===== src/verilog/rsf_pkg.sv =====
// Constants and types shared by the reset source logic.
package rsf_pkg;
    // Location of the reset cause register on the special-function bus.
    localparam logic [7:0] CAUSE_ADDR = 8'hef;

    // Bit positions inside the reset cause register.
    localparam int USB_BIT = 7;
    localparam int MEM_BIT = 6;
    localparam int UNUSED_BIT = 5;
    localparam int SOFT_BIT = 4;
    localparam int WATCHDOG_BIT = 3;
    localparam int LOSS_BIT = 2;
    localparam int POWER_BIT = 1;
    localparam int PIN_BIT = 0;

    // Flags after power-on: only the power-on flag reads as set.
    localparam logic [7:0] FLAGS_RESET = 8'h02;

    // System clock period and the clock loss timeout derived from it.
    localparam int CLK_PERIOD_NS = 50;
    localparam int LOSS_TIMEOUT_NS = 500;
    localparam logic [7:0] LOSS_TIMEOUT_CYC = 8'(LOSS_TIMEOUT_NS / CLK_PERIOD_NS);

    // Shortest length of the combined system reset pulse, in cycles.
    localparam logic [7:0] HOLD_CYC = 8'h04;

    // Watchdog prescale ratio after any reset.
    localparam logic [3:0] WATCHDOG_DIV = 4'hc;

    // Sequencer states.
    typedef enum logic {RSF_RUN, RSF_HOLD} rsf_state_e;
endpackage


===== src/verilog/rsf_reset_cause.sv =====
// Reset source sequencer and reset cause register.
`timescale 1ns/100ps
// Function
// Cause register sits at 0xEF, eight bits; bit 5 reads zero, writes ignored.
// Writing bit 7 enables USB as a reset source; read shows USB cause.
// Bit 7 reads one only if USB caused the last reset.
// Bit 6 is read-only and flags a program-memory address error reset.
// Writing one to bit 4 forces a full system reset at once.
// Bit 4 reads one only after a software forced reset.
// Bit 3 is read-only and flags a watchdog overflow reset.
// Writing one to bit 2 arms the clock loss detector as reset source.
// Bit 2 reads one after a clock loss timeout reset.
// Writing one to bit 1 enables the supply monitor as reset source.
// Software enables and settles the supply monitor before setting bit 1.
// Bit 1 reads one after power-on or supply reset; others then untrusted.
// Bit 0 is read-only and flags an external pin reset.
// Software writes whole bytes, never read-modify-write, to this register.
// Clock loss one-shot fires when the watched clock stalls past timeout.
// After any reset the watchdog is enabled and clocked at clock/12.
// USB source resets on bus reset or a bus power edge of chosen polarity.
// Program-memory access above user space resets and sets the memory flag.
// Each reset latches its cause, clears others, holds flags until next reset.
// Simultaneous causes merge into one reset pulse recording every cause.
module rsf_reset_cause (
    input wire logic mclk, // System clock, 20 MHz.
    input wire logic rstn, // Power-on reset, asynchronous, active low.
    input wire logic [7:0] sfr_addr, // Special-function register address.
    input wire logic sfr_wr, // Write strobe, one cycle.
    input wire logic sfr_rd, // Read strobe, one cycle.
    input wire logic [7:0] sfr_wdata, // Write data.
    output logic [7:0] sfr_rdata, // Read data, valid the cycle after sfr_rd.
    input wire logic pin_reset_n, // External reset pin, active low.
    input wire logic supply_monitor_enable, // Supply monitor circuit is on.
    input wire logic supply_low, // Supply at or below monitor threshold.
    input wire logic watchdog_overflow, // Watchdog overflow pulse.
    input wire logic watchdog_off, // Software disabled the watchdog.
    input wire logic mem_addr_error, // Illegal program-memory access pulse.
    input wire logic usb_bus_reset, // Bus reset signaling detected.
    input wire logic vbus_level, // Bus power detector level.
    input wire logic bus_power_edge_polarity, // 1 rising, 0 falling edge.
    input wire logic clk_activity, // Level that follows the watched clock.
    output logic sys_reset, // System reset, active high.
    output logic watchdog_enable, // Watchdog enabled.
    output logic watchdog_tick // Watchdog prescaled clock pulse.
);
    typedef struct packed {
        rsf_pkg::rsf_state_e st;
        logic [7:0] hold_cnt;
        logic [7:0] capture;
        logic [7:0] flags;
        logic usb_en;
        logic loss_en;
        logic supply_en;
        logic watchdog_en;
        logic [3:0] watchdog_div;
        logic watchdog_tick;
        logic vbus_prev;
        logic sys_reset;
        logic [7:0] rdata;
    } rsf_main_s;

    // Power-on puts the block in the hold state with the power flag set.
    localparam rsf_main_s RESET_STATE = '{
        st: rsf_pkg::RSF_HOLD,
        hold_cnt: 8'h00,
        capture: rsf_pkg::FLAGS_RESET,
        flags: rsf_pkg::FLAGS_RESET,
        usb_en: 1'b0,
        loss_en: 1'b0,
        supply_en: 1'b1,
        watchdog_en: 1'b1,
        watchdog_div: 4'h0,
        watchdog_tick: 1'b0,
        vbus_prev: 1'b0,
        sys_reset: 1'b1,
        rdata: 8'h00
    };

    rsf_main_s s_q;
    rsf_main_s s_d;
    logic loss;
    logic hit_wr;
    logic hit_rd;
    logic vbus_edge;
    logic level_cause;
    logic [7:0] causes;
    logic [7:0] read_value;

    // Clock loss one-shot, armed by the enable bit of the register.
    rsf_clock_loss u_loss (
        .mclk(mclk),
        .rstn(rstn),
        .enable(s_q.loss_en),
        .clk_activity(clk_activity),
        .loss(loss)
    );

    // Register decode; writes are refused while the system is held in reset.
    assign hit_wr = sfr_wr && sfr_addr == rsf_pkg::CAUSE_ADDR && s_q.st == rsf_pkg::RSF_RUN;
    assign hit_rd = sfr_rd && sfr_addr == rsf_pkg::CAUSE_ADDR;

    // Bit 5 has no storage and always reads zero.
    assign read_value = {s_q.flags[7:6], 1'b0, s_q.flags[4:0]};

    // Bus power edge matching the configured polarity.
    assign vbus_edge = bus_power_edge_polarity ? (vbus_level && !s_q.vbus_prev)
                                               : (!vbus_level && s_q.vbus_prev);

    // Qualified reset causes, one bit per flag position.
    always_comb begin
        causes = 8'h00;
        causes[rsf_pkg::USB_BIT] = s_q.usb_en && (usb_bus_reset || vbus_edge);
        causes[rsf_pkg::MEM_BIT] = mem_addr_error;
        causes[rsf_pkg::SOFT_BIT] = hit_wr && sfr_wdata[rsf_pkg::SOFT_BIT];
        causes[rsf_pkg::WATCHDOG_BIT] = s_q.watchdog_en && watchdog_overflow;
        causes[rsf_pkg::LOSS_BIT] = loss;
        causes[rsf_pkg::POWER_BIT] = s_q.supply_en && supply_monitor_enable && supply_low;
        causes[rsf_pkg::PIN_BIT] = !pin_reset_n;
    end

    // Pin and supply causes are levels: the reset lasts as long as they do.
    assign level_cause = causes[rsf_pkg::PIN_BIT] || causes[rsf_pkg::POWER_BIT];

    // Next-state logic for the whole block.
    always_comb begin
        s_d = s_q;
        s_d.vbus_prev = vbus_level;
        s_d.watchdog_tick = 1'b0;
        s_d.rdata = hit_rd ? read_value : 8'h00;
        // Watchdog prescaler runs from every reset onward.
        if (s_q.watchdog_div == rsf_pkg::WATCHDOG_DIV - 4'h1) begin
            s_d.watchdog_div = 4'h0;
            s_d.watchdog_tick = s_q.watchdog_en;
        end else begin
            s_d.watchdog_div = s_q.watchdog_div + 4'h1;
        end
        if (watchdog_off && s_q.st == rsf_pkg::RSF_RUN) begin
            s_d.watchdog_en = 1'b0;
        end
        case (s_q.st)
            rsf_pkg::RSF_RUN: begin
                if (|causes) begin
                    // Every cause of this cycle goes into one pulse.
                    s_d.st = rsf_pkg::RSF_HOLD;
                    s_d.hold_cnt = 8'h00;
                    s_d.capture = causes;
                    s_d.sys_reset = 1'b1;
                    s_d.usb_en = 1'b0;
                    s_d.loss_en = 1'b0;
                    s_d.supply_en = 1'b1;
                    s_d.watchdog_en = 1'b1;
                    s_d.watchdog_div = 4'h0;
                end else if (hit_wr) begin
                    // Enables take the written bits; bits 6, 5, 3, 0 are ignored.
                    s_d.usb_en = sfr_wdata[rsf_pkg::USB_BIT];
                    s_d.loss_en = sfr_wdata[rsf_pkg::LOSS_BIT];
                    s_d.supply_en = sfr_wdata[rsf_pkg::POWER_BIT];
                end
            end
            rsf_pkg::RSF_HOLD: begin
                // Late causes during the pulse are merged, save in its last cycle, where they miss the flags and are lost.
                s_d.capture = s_q.capture | causes;
                if (s_q.hold_cnt != rsf_pkg::HOLD_CYC - 8'h01) begin
                    s_d.hold_cnt = s_q.hold_cnt + 8'h01;
                end else if (!level_cause) begin
                    // Flags change only on leaving reset, so software never
                    // sees a half-written cause set.
                    s_d.st = rsf_pkg::RSF_RUN;
                    s_d.sys_reset = 1'b0;
                    s_d.flags = s_q.capture;
                end
            end
            default: begin
                s_d.st = rsf_pkg::RSF_HOLD;
                s_d.sys_reset = 1'b1;
            end
        endcase
    end

    // State register.
    always_ff @(posedge mclk or negedge rstn) begin
        if (!rstn) begin
            s_q <= RESET_STATE;
        end else begin
            s_q <= s_d;
        end
    end

    // Outputs come straight from the state register.
    assign sfr_rdata = s_q.rdata;
    assign sys_reset = s_q.sys_reset;
    assign watchdog_enable = s_q.watchdog_en;
    assign watchdog_tick = s_q.watchdog_tick;
endmodule


===== src/verilog/rsf_clock_loss.sv =====
// One-shot clock loss detector retriggered by every edge of the watched clock.
`timescale 1ns/100ps
module rsf_clock_loss (
    input wire logic mclk, // Free-running reference clock.
    input wire logic rstn, // Asynchronous reset, active low.
    input wire logic enable, // Detector armed by software.
    input wire logic clk_activity, // Level that follows the watched clock.
    output logic loss // One-cycle pulse when the watched clock stalls.
);
    typedef struct packed {
        logic prev;
        logic [7:0] cnt;
        logic loss;
    } rsf_loss_s;

    rsf_loss_s s_q;
    rsf_loss_s s_d;

    // Any change of level retriggers the one-shot, so a clock stuck high
    // and one stuck low are caught alike. The watched level may change at
    // most once per reference cycle or edges are missed.
    always_comb begin
        s_d = s_q;
        s_d.prev = clk_activity;
        s_d.loss = 1'b0;
        if (!enable || clk_activity != s_q.prev) begin
            s_d.cnt = 8'h00;
        end else if (s_q.cnt == rsf_pkg::LOSS_TIMEOUT_CYC - 8'h01) begin
            s_d.cnt = 8'h00;
            s_d.loss = 1'b1;
        end else begin
            s_d.cnt = s_q.cnt + 8'h01;
        end
    end

    // State register.
    always_ff @(posedge mclk or negedge rstn) begin
        if (!rstn) begin
            s_q <= '0;
        end else begin
            s_q <= s_d;
        end
    end

    assign loss = s_q.loss;
endmodule


===== config.mk =====
export PLATFORM = sky130hd
export DESIGN_NAME = rsf_reset_cause
export DESIGN_NICKNAME = d
export VERILOG_FILES = /design/src/verilog/rsf_pkg.sv /design/src/verilog/rsf_reset_cause.sv /design/src/verilog/rsf_clock_loss.sv
export SDC_FILE = /design/constraint.sdc
export NUM_CORES = 1
export LEC_CHECK = 0
export BUFFER_PORTS_ARGS = -buffer_cell sky130_fd_sc_hd__buf_2
export CORE_MARGIN = 1
export CORE_UTILIZATION = 55
export DETAILED_ROUTE_END_ITERATION = 8
export PLACE_DENSITY = 0.78
export SYNTH_ARGS = -nofsm -noshare
export SYNTH_HDL_FRONTEND = slang
export SYNTH_SLANG_ARGS = --single-unit
export TNS_END_PERCENT = 20

===== constraint.sdc =====
create_clock -name mclk -period 2.9 [get_ports mclk]
set_input_delay 0.58 -clock mclk [delete_from_list [all_inputs] [get_ports mclk]]
set_output_delay 0.58 -clock mclk [all_outputs]
set_load 0.05 [all_outputs]

* Word-level counts from Yosys, hierarchy flattened *
Index checks and enable logic that the tools add are counted.

word-level totals
  flip-flop bits (word level) = 54
  input port bits = 30
  output and inout port bits = 11
  word-level logic and storage cells = 78

cells by class
  add/subtract/negate cells = 3
  equality and inequality tests = 9
  mux-type cells = 22
  bitwise gates (word level) = 4
  reduce and logical (&&, ||, !) cells = 24

operator list
  kind                   count
  $pmux W17 S2           1
  $mux W8                4
  $mux W17               1
  $add A8 B1 Y8 const B  2
  $logic_and A1 B1 Y1    11
  $mux W1                10
  $mux W5                2
  $eq A8 B4 Y1 const B   1
  $eq A8 B8 Y1 const B   1
  $ne A8 B2 Y1 const B   1
  $or A8 B8 Y8           1
  $reduce_or A7 Y1       1
  $mux W3                2
  $reduce_and A3 Y1      2
  $add A4 B1 Y4 const B  1
  $eq A4 B4 Y1 const B   1
  $logic_not A1 Y1       4
  $mux W4                1
  $ne A2 B1 Y1 const B   2
  $ne A2 B2 Y1 const B   2
  $reduce_and A2 Y1      2
  $logic_or A1 B1 Y1     3
  $not A1 Y1             3
  $pmux W1 S2            1
  other kinds (2)        2

* Depth between registers and ports, before layout *
  word-level depth = 8
  gate-level depth with buffers = 6
  depth with buffers taken out = 6

* By module *
A second synthesis with hierarchy kept.

unflattened totals
  cell total of the unflattened synthesis = 207
  area, all modules = 2376.0 µm²

by module, submodules not included
  module           instances  cells each  area each (µm²)  sequential area each (µm²)
  rsf_reset_cause  1          164         1901.8           1033.5
  rsf_clock_loss   1          43          474.2            250.2

* Worst setup path before layout *
No wires, ideal clock.

  path kind = register to register
  start = register s_q[35] in the netlist's numbering
  end = register s_q, in the netlist read_value[0]
  library setup time = 0.125 ns
  data arrival time = 1.875 ns
  required time = 2.775 ns
  slack = 0.900 ns
  cell stages (with the launch flop) = 6
  buffers on the path = 0
  clock period less this slack = 2.000 ns
  cell sequence = dfrtp_1 > ha_1 > or4b_4 > nor4_4 > nand4_4 > mux2_2

on the way
  cells in the longest elaborated chain, start to end = 3

RTL lines
  item                         RTL line                RTL
  start: declaration           rsf_reset_cause.sv:79   rsf_main_s s_q;
  start signal: assignment     rsf_reset_cause.sv:183  s_q <= RESET_STATE;
  start signal: assignment     rsf_reset_cause.sv:185  s_q <= s_d;
  $ne A8 B2 Y1                 rsf_reset_cause.sv:163  if (s_q.hold_cnt != rsf_pkg::HOLD_CYC - 8'h01) begin
  $not A1 Y1 (no line)         n/a
  $reduce_and A3 Y1 (no line)  n/a

Every way passes these cells.
A chain may end at the register's enable or synchronous reset.

* Worst setup path after layout *
  start = register s_q[35] in the netlist's numbering
  end = register s_q, in the netlist read_value[6]

The elaborated chain is that of the path after synthesis.

==> flow_summary.toml <==
[synth]
synthesis.area_um2 = 2313
synth-simple-area-share = 0.1893
synth-edff-count = 0
syn_inst = 202
synth_compound_gate_area_share = 0.08167
synth_fa_ha_area_frac = 0.02163
yosysTopAreaCell = "dfrtp_1"
synth_most_common_cell = "dfrtp_1"
ys_ff_latch = 51
synth_cell_types = 44
postSynthNetCount = 236
syn_avg_cell_area_um2 = 11.45
synth_top_area_share = 0.4867
synth_mux_area_frac = 0.04705
yosys_warnings = 0
yosysSeqAreaShare = 0.5549
synth_top_family_by_area = "simple AND/OR/NAND/NOR gates"
ys.flop_type = "dfrtp_1"
yosys-top-cells-area = "dfrtp_1 (49%), dfstp_2 (6.8%), mux2_2 (3.4%)"
ys_async_sr_fraction = 1.000
synth_xor_area_frac = 0.05300
synth_commonest_cells = "dfrtp_1 (45), nor2_1 (18), nand3_1 (13), inv_1 (11), o21ai_0 (9)"

[routing]
wl_mm = 3.902
wire_per_inst_um = 13.69
final_antenna_net_count = 0
drc = 0
drt-initial-drc-count = 83
firstDrtPassIters = 4
drt-vias-per-instance = 5.463
num_vias = 1557

[power_and_ir_drop]
pwr_density_cell_nw_per_um2 = 756.2
fin_total_pwr_mw = 1.966
p_sw_frac = 0.3244
p_switching_mw = 0.6378
clock_power_share = 0.219
irDropWorstVdd_uv = 437.5
p_seq_frac = 0.527
p_int_mw = 1.328
p_leak_nw = 1.234
power_frac_comb = 0.254

[setup_path]
path_buf_inv = 0
reg2reg_depth = 5
max_stage_delay_ns = 0.49
worstPathMaxFanout = 9
rr_endpoint = "read_value[6]"
critPathTopFamily = "simple AND/OR/NAND/NOR gates"
worstPathArrival_ns = 2.39
required_ns = 3.10
path_cells = "ha_1, or4b_4, nor4_4, nand4_4, mux2_2"
crit_type = "flop to flop"
r2r_start = "s_q[35]"
cp-end-kind = "flop"
critPathSlowestCell = "or4b_4"
r2r_slack_ns = 0.71
crit_path_start_kind = "flop"

[clock_tree]
post_cts_buffers = 0
cts_max_path_buffers = 2
cts_buffers = 5
clock_latency_ns = 0.31
holdBufCountCts = 0
cts_tree = "yes"
htree_levels = 2
cts_root_buf = "clkbuf_8"
clkTransAtPathRegs_ns = 0.10
cts-resized-gates = 0
cts.sink_count = 51

[hold_path]
hp-class = "input pin to asynchronous set/reset pin"

[floorplanning]
coreArea_um2 = 4029
die_area_um2 = 4470
ios = 41
dieHeight_um = 66.86
start_util = 0.5742
rows = 23
die_w_um = 66.86

[status]
outcome = "finished clean"

[sta]
worst_pin_slew_ns = 0.6836
clock.fmax_ghz = 0.4568
clock_skew_ns = 0.004399
hold_violations = 0
slew_violations = 0
relSlewSlack = 0.5408
fin_crit_ns = 2.189
fin_crit_sh = 0.7549
setup_violations = 0
rsz0062_at_grt = "false"
setup_tns_ns = 0

[global_route]
grt_antenna_before_repair = 0
grt_pass1_wl_mm = 6.417
overflow = 0
track_usage = 0.1995
grt_max_degree = 52
grt_pass1_vias = 1453

[layout]
multi_input_area_um2 = 912.1
fillCellCount = 348
drive_gt1_frac = 0.2766
area_growth_pct = 12.38
fin_cells = 285
seq_area_um2 = 1284
final_nets = 268
diodes = 0

[run]
cap_violations = 0

[placement]
port_buffers = 35
gp_congestion = 0.7863
dpl.hpwl_mm = 2.671
dp_cells = 277
-- placed cells by master (no fill, tap or decap), drive strengths merged, types with 3 or more instances in the layout --
cell / Yosys / final
mux2i: 3 / 3
xor2: 8 / 8
nand2: 4 / 4
o21ai: 9 / 9
and2: 8 / 8
dfrtp: 45 / 45
and3: 4 / 4
a31o: 3 / 3
ha: 4 / 4
a22o: 4 / 4
nor2b: 6 / 6
clkbuf: 3 / 5
buf: 9 / 37
mux2: 7 / 7
nand3: 13 / 13
inv: 11 / 12
nor2: 18 / 18
dfstp: 6 / 6
xnor2: 6 / 6
-- registers in the layout (all words and copies together), names as in the netlist --
| name | count |
|---|---|
| read_value | 7 |
| s_q | 24 |
| sfr_rdata | 7 |
| sys_reset | 1 |
| u_loss.loss | 1 |
| u_loss.s_q | 9 |
| watchdog_enable | 1 |
| watchdog_tick | 1 |
-- final cells by class --
class	count	share of cell area
Clock buffer	5	0.02647
Clock inverter	3	0.01107
Inverter	11	0.01588
Multi-Input combinational cell	128	0.3508
Sequential cell	51	0.4937
Tap cell	50	0.02406
Timing Repair Buffer	37	0.07796
-- kinds of logic after synthesis --
| kind of cell | Yosys count |
|---|---|
| adder cells (fa/ha/maj) | 4 |
| buffers and inverters | 23 |
| AO/OA/AOI/OAI | 27 |
| AND/OR/NAND/NOR | 72 |
| flip-flops | 51 |
| other | 1 |
| XOR/XNOR | 14 |
| multiplexers | 10 |
-- per-layer routing --
layer  up-vias  track usage  wire, µm
met3         5      0.05137       151
li1        748            -         -
met1       773       0.2461      1734
met5         -            0         0
met2        31       0.3321      1956
met4         0      0.07713        59
-- through the flow --
stage	util	instance area, µm²	setup slack (ns)	hold WS (ns)
final	0.6453	2600	0.7107	0.2350
after global routing	0.6453	2600	0.5825	0.2510
after CTS	0.6453	2600	0.6924	0.2484
after detailed placement	0.6211	2502	0.7144	0.4688
after global placement	0.6211	2502	0.6913	0.4550
after floorplan	-	2313	0.9005	0.2844
-- how the worst max path moves through the flow --
stage                       start       endpoint  slack [ns]  cells past startpoint
final                     s_q[35]  read_value[6]        0.71                      5
after floorplan           s_q[35]  read_value[0]        0.90                      5
after global routing      s_q[35]  read_value[3]        0.58                      5
after CTS                 s_q[35]  read_value[3]        0.69                      5
after detailed placement  s_q[35]  read_value[4]        0.71                      5
after global placement    s_q[35]  read_value[4]        0.69                      5
-- power by group through the flow --
stage	Clock (mW)	Combinational [mW]	Sequential [mW]
global placement	0	0.488	1.04
global route	0.470	0.565	1.06
CTS	0.444	0.507	1.04
floorplan	0	0.360	1.06
detailed placement	0	0.503	1.05
finish	0.431	0.500	1.04
-- worst reg2reg max path, cell delays in order, from the launching register on --
cell and delay (ns):
dfrtp_1 0.44, ha_1 0.25, or4b_4 0.49, nor4_4 0.33, nand4_4 0.24, mux2_2 0.33
Note: power is estimated with default switching activity, not from simulation.
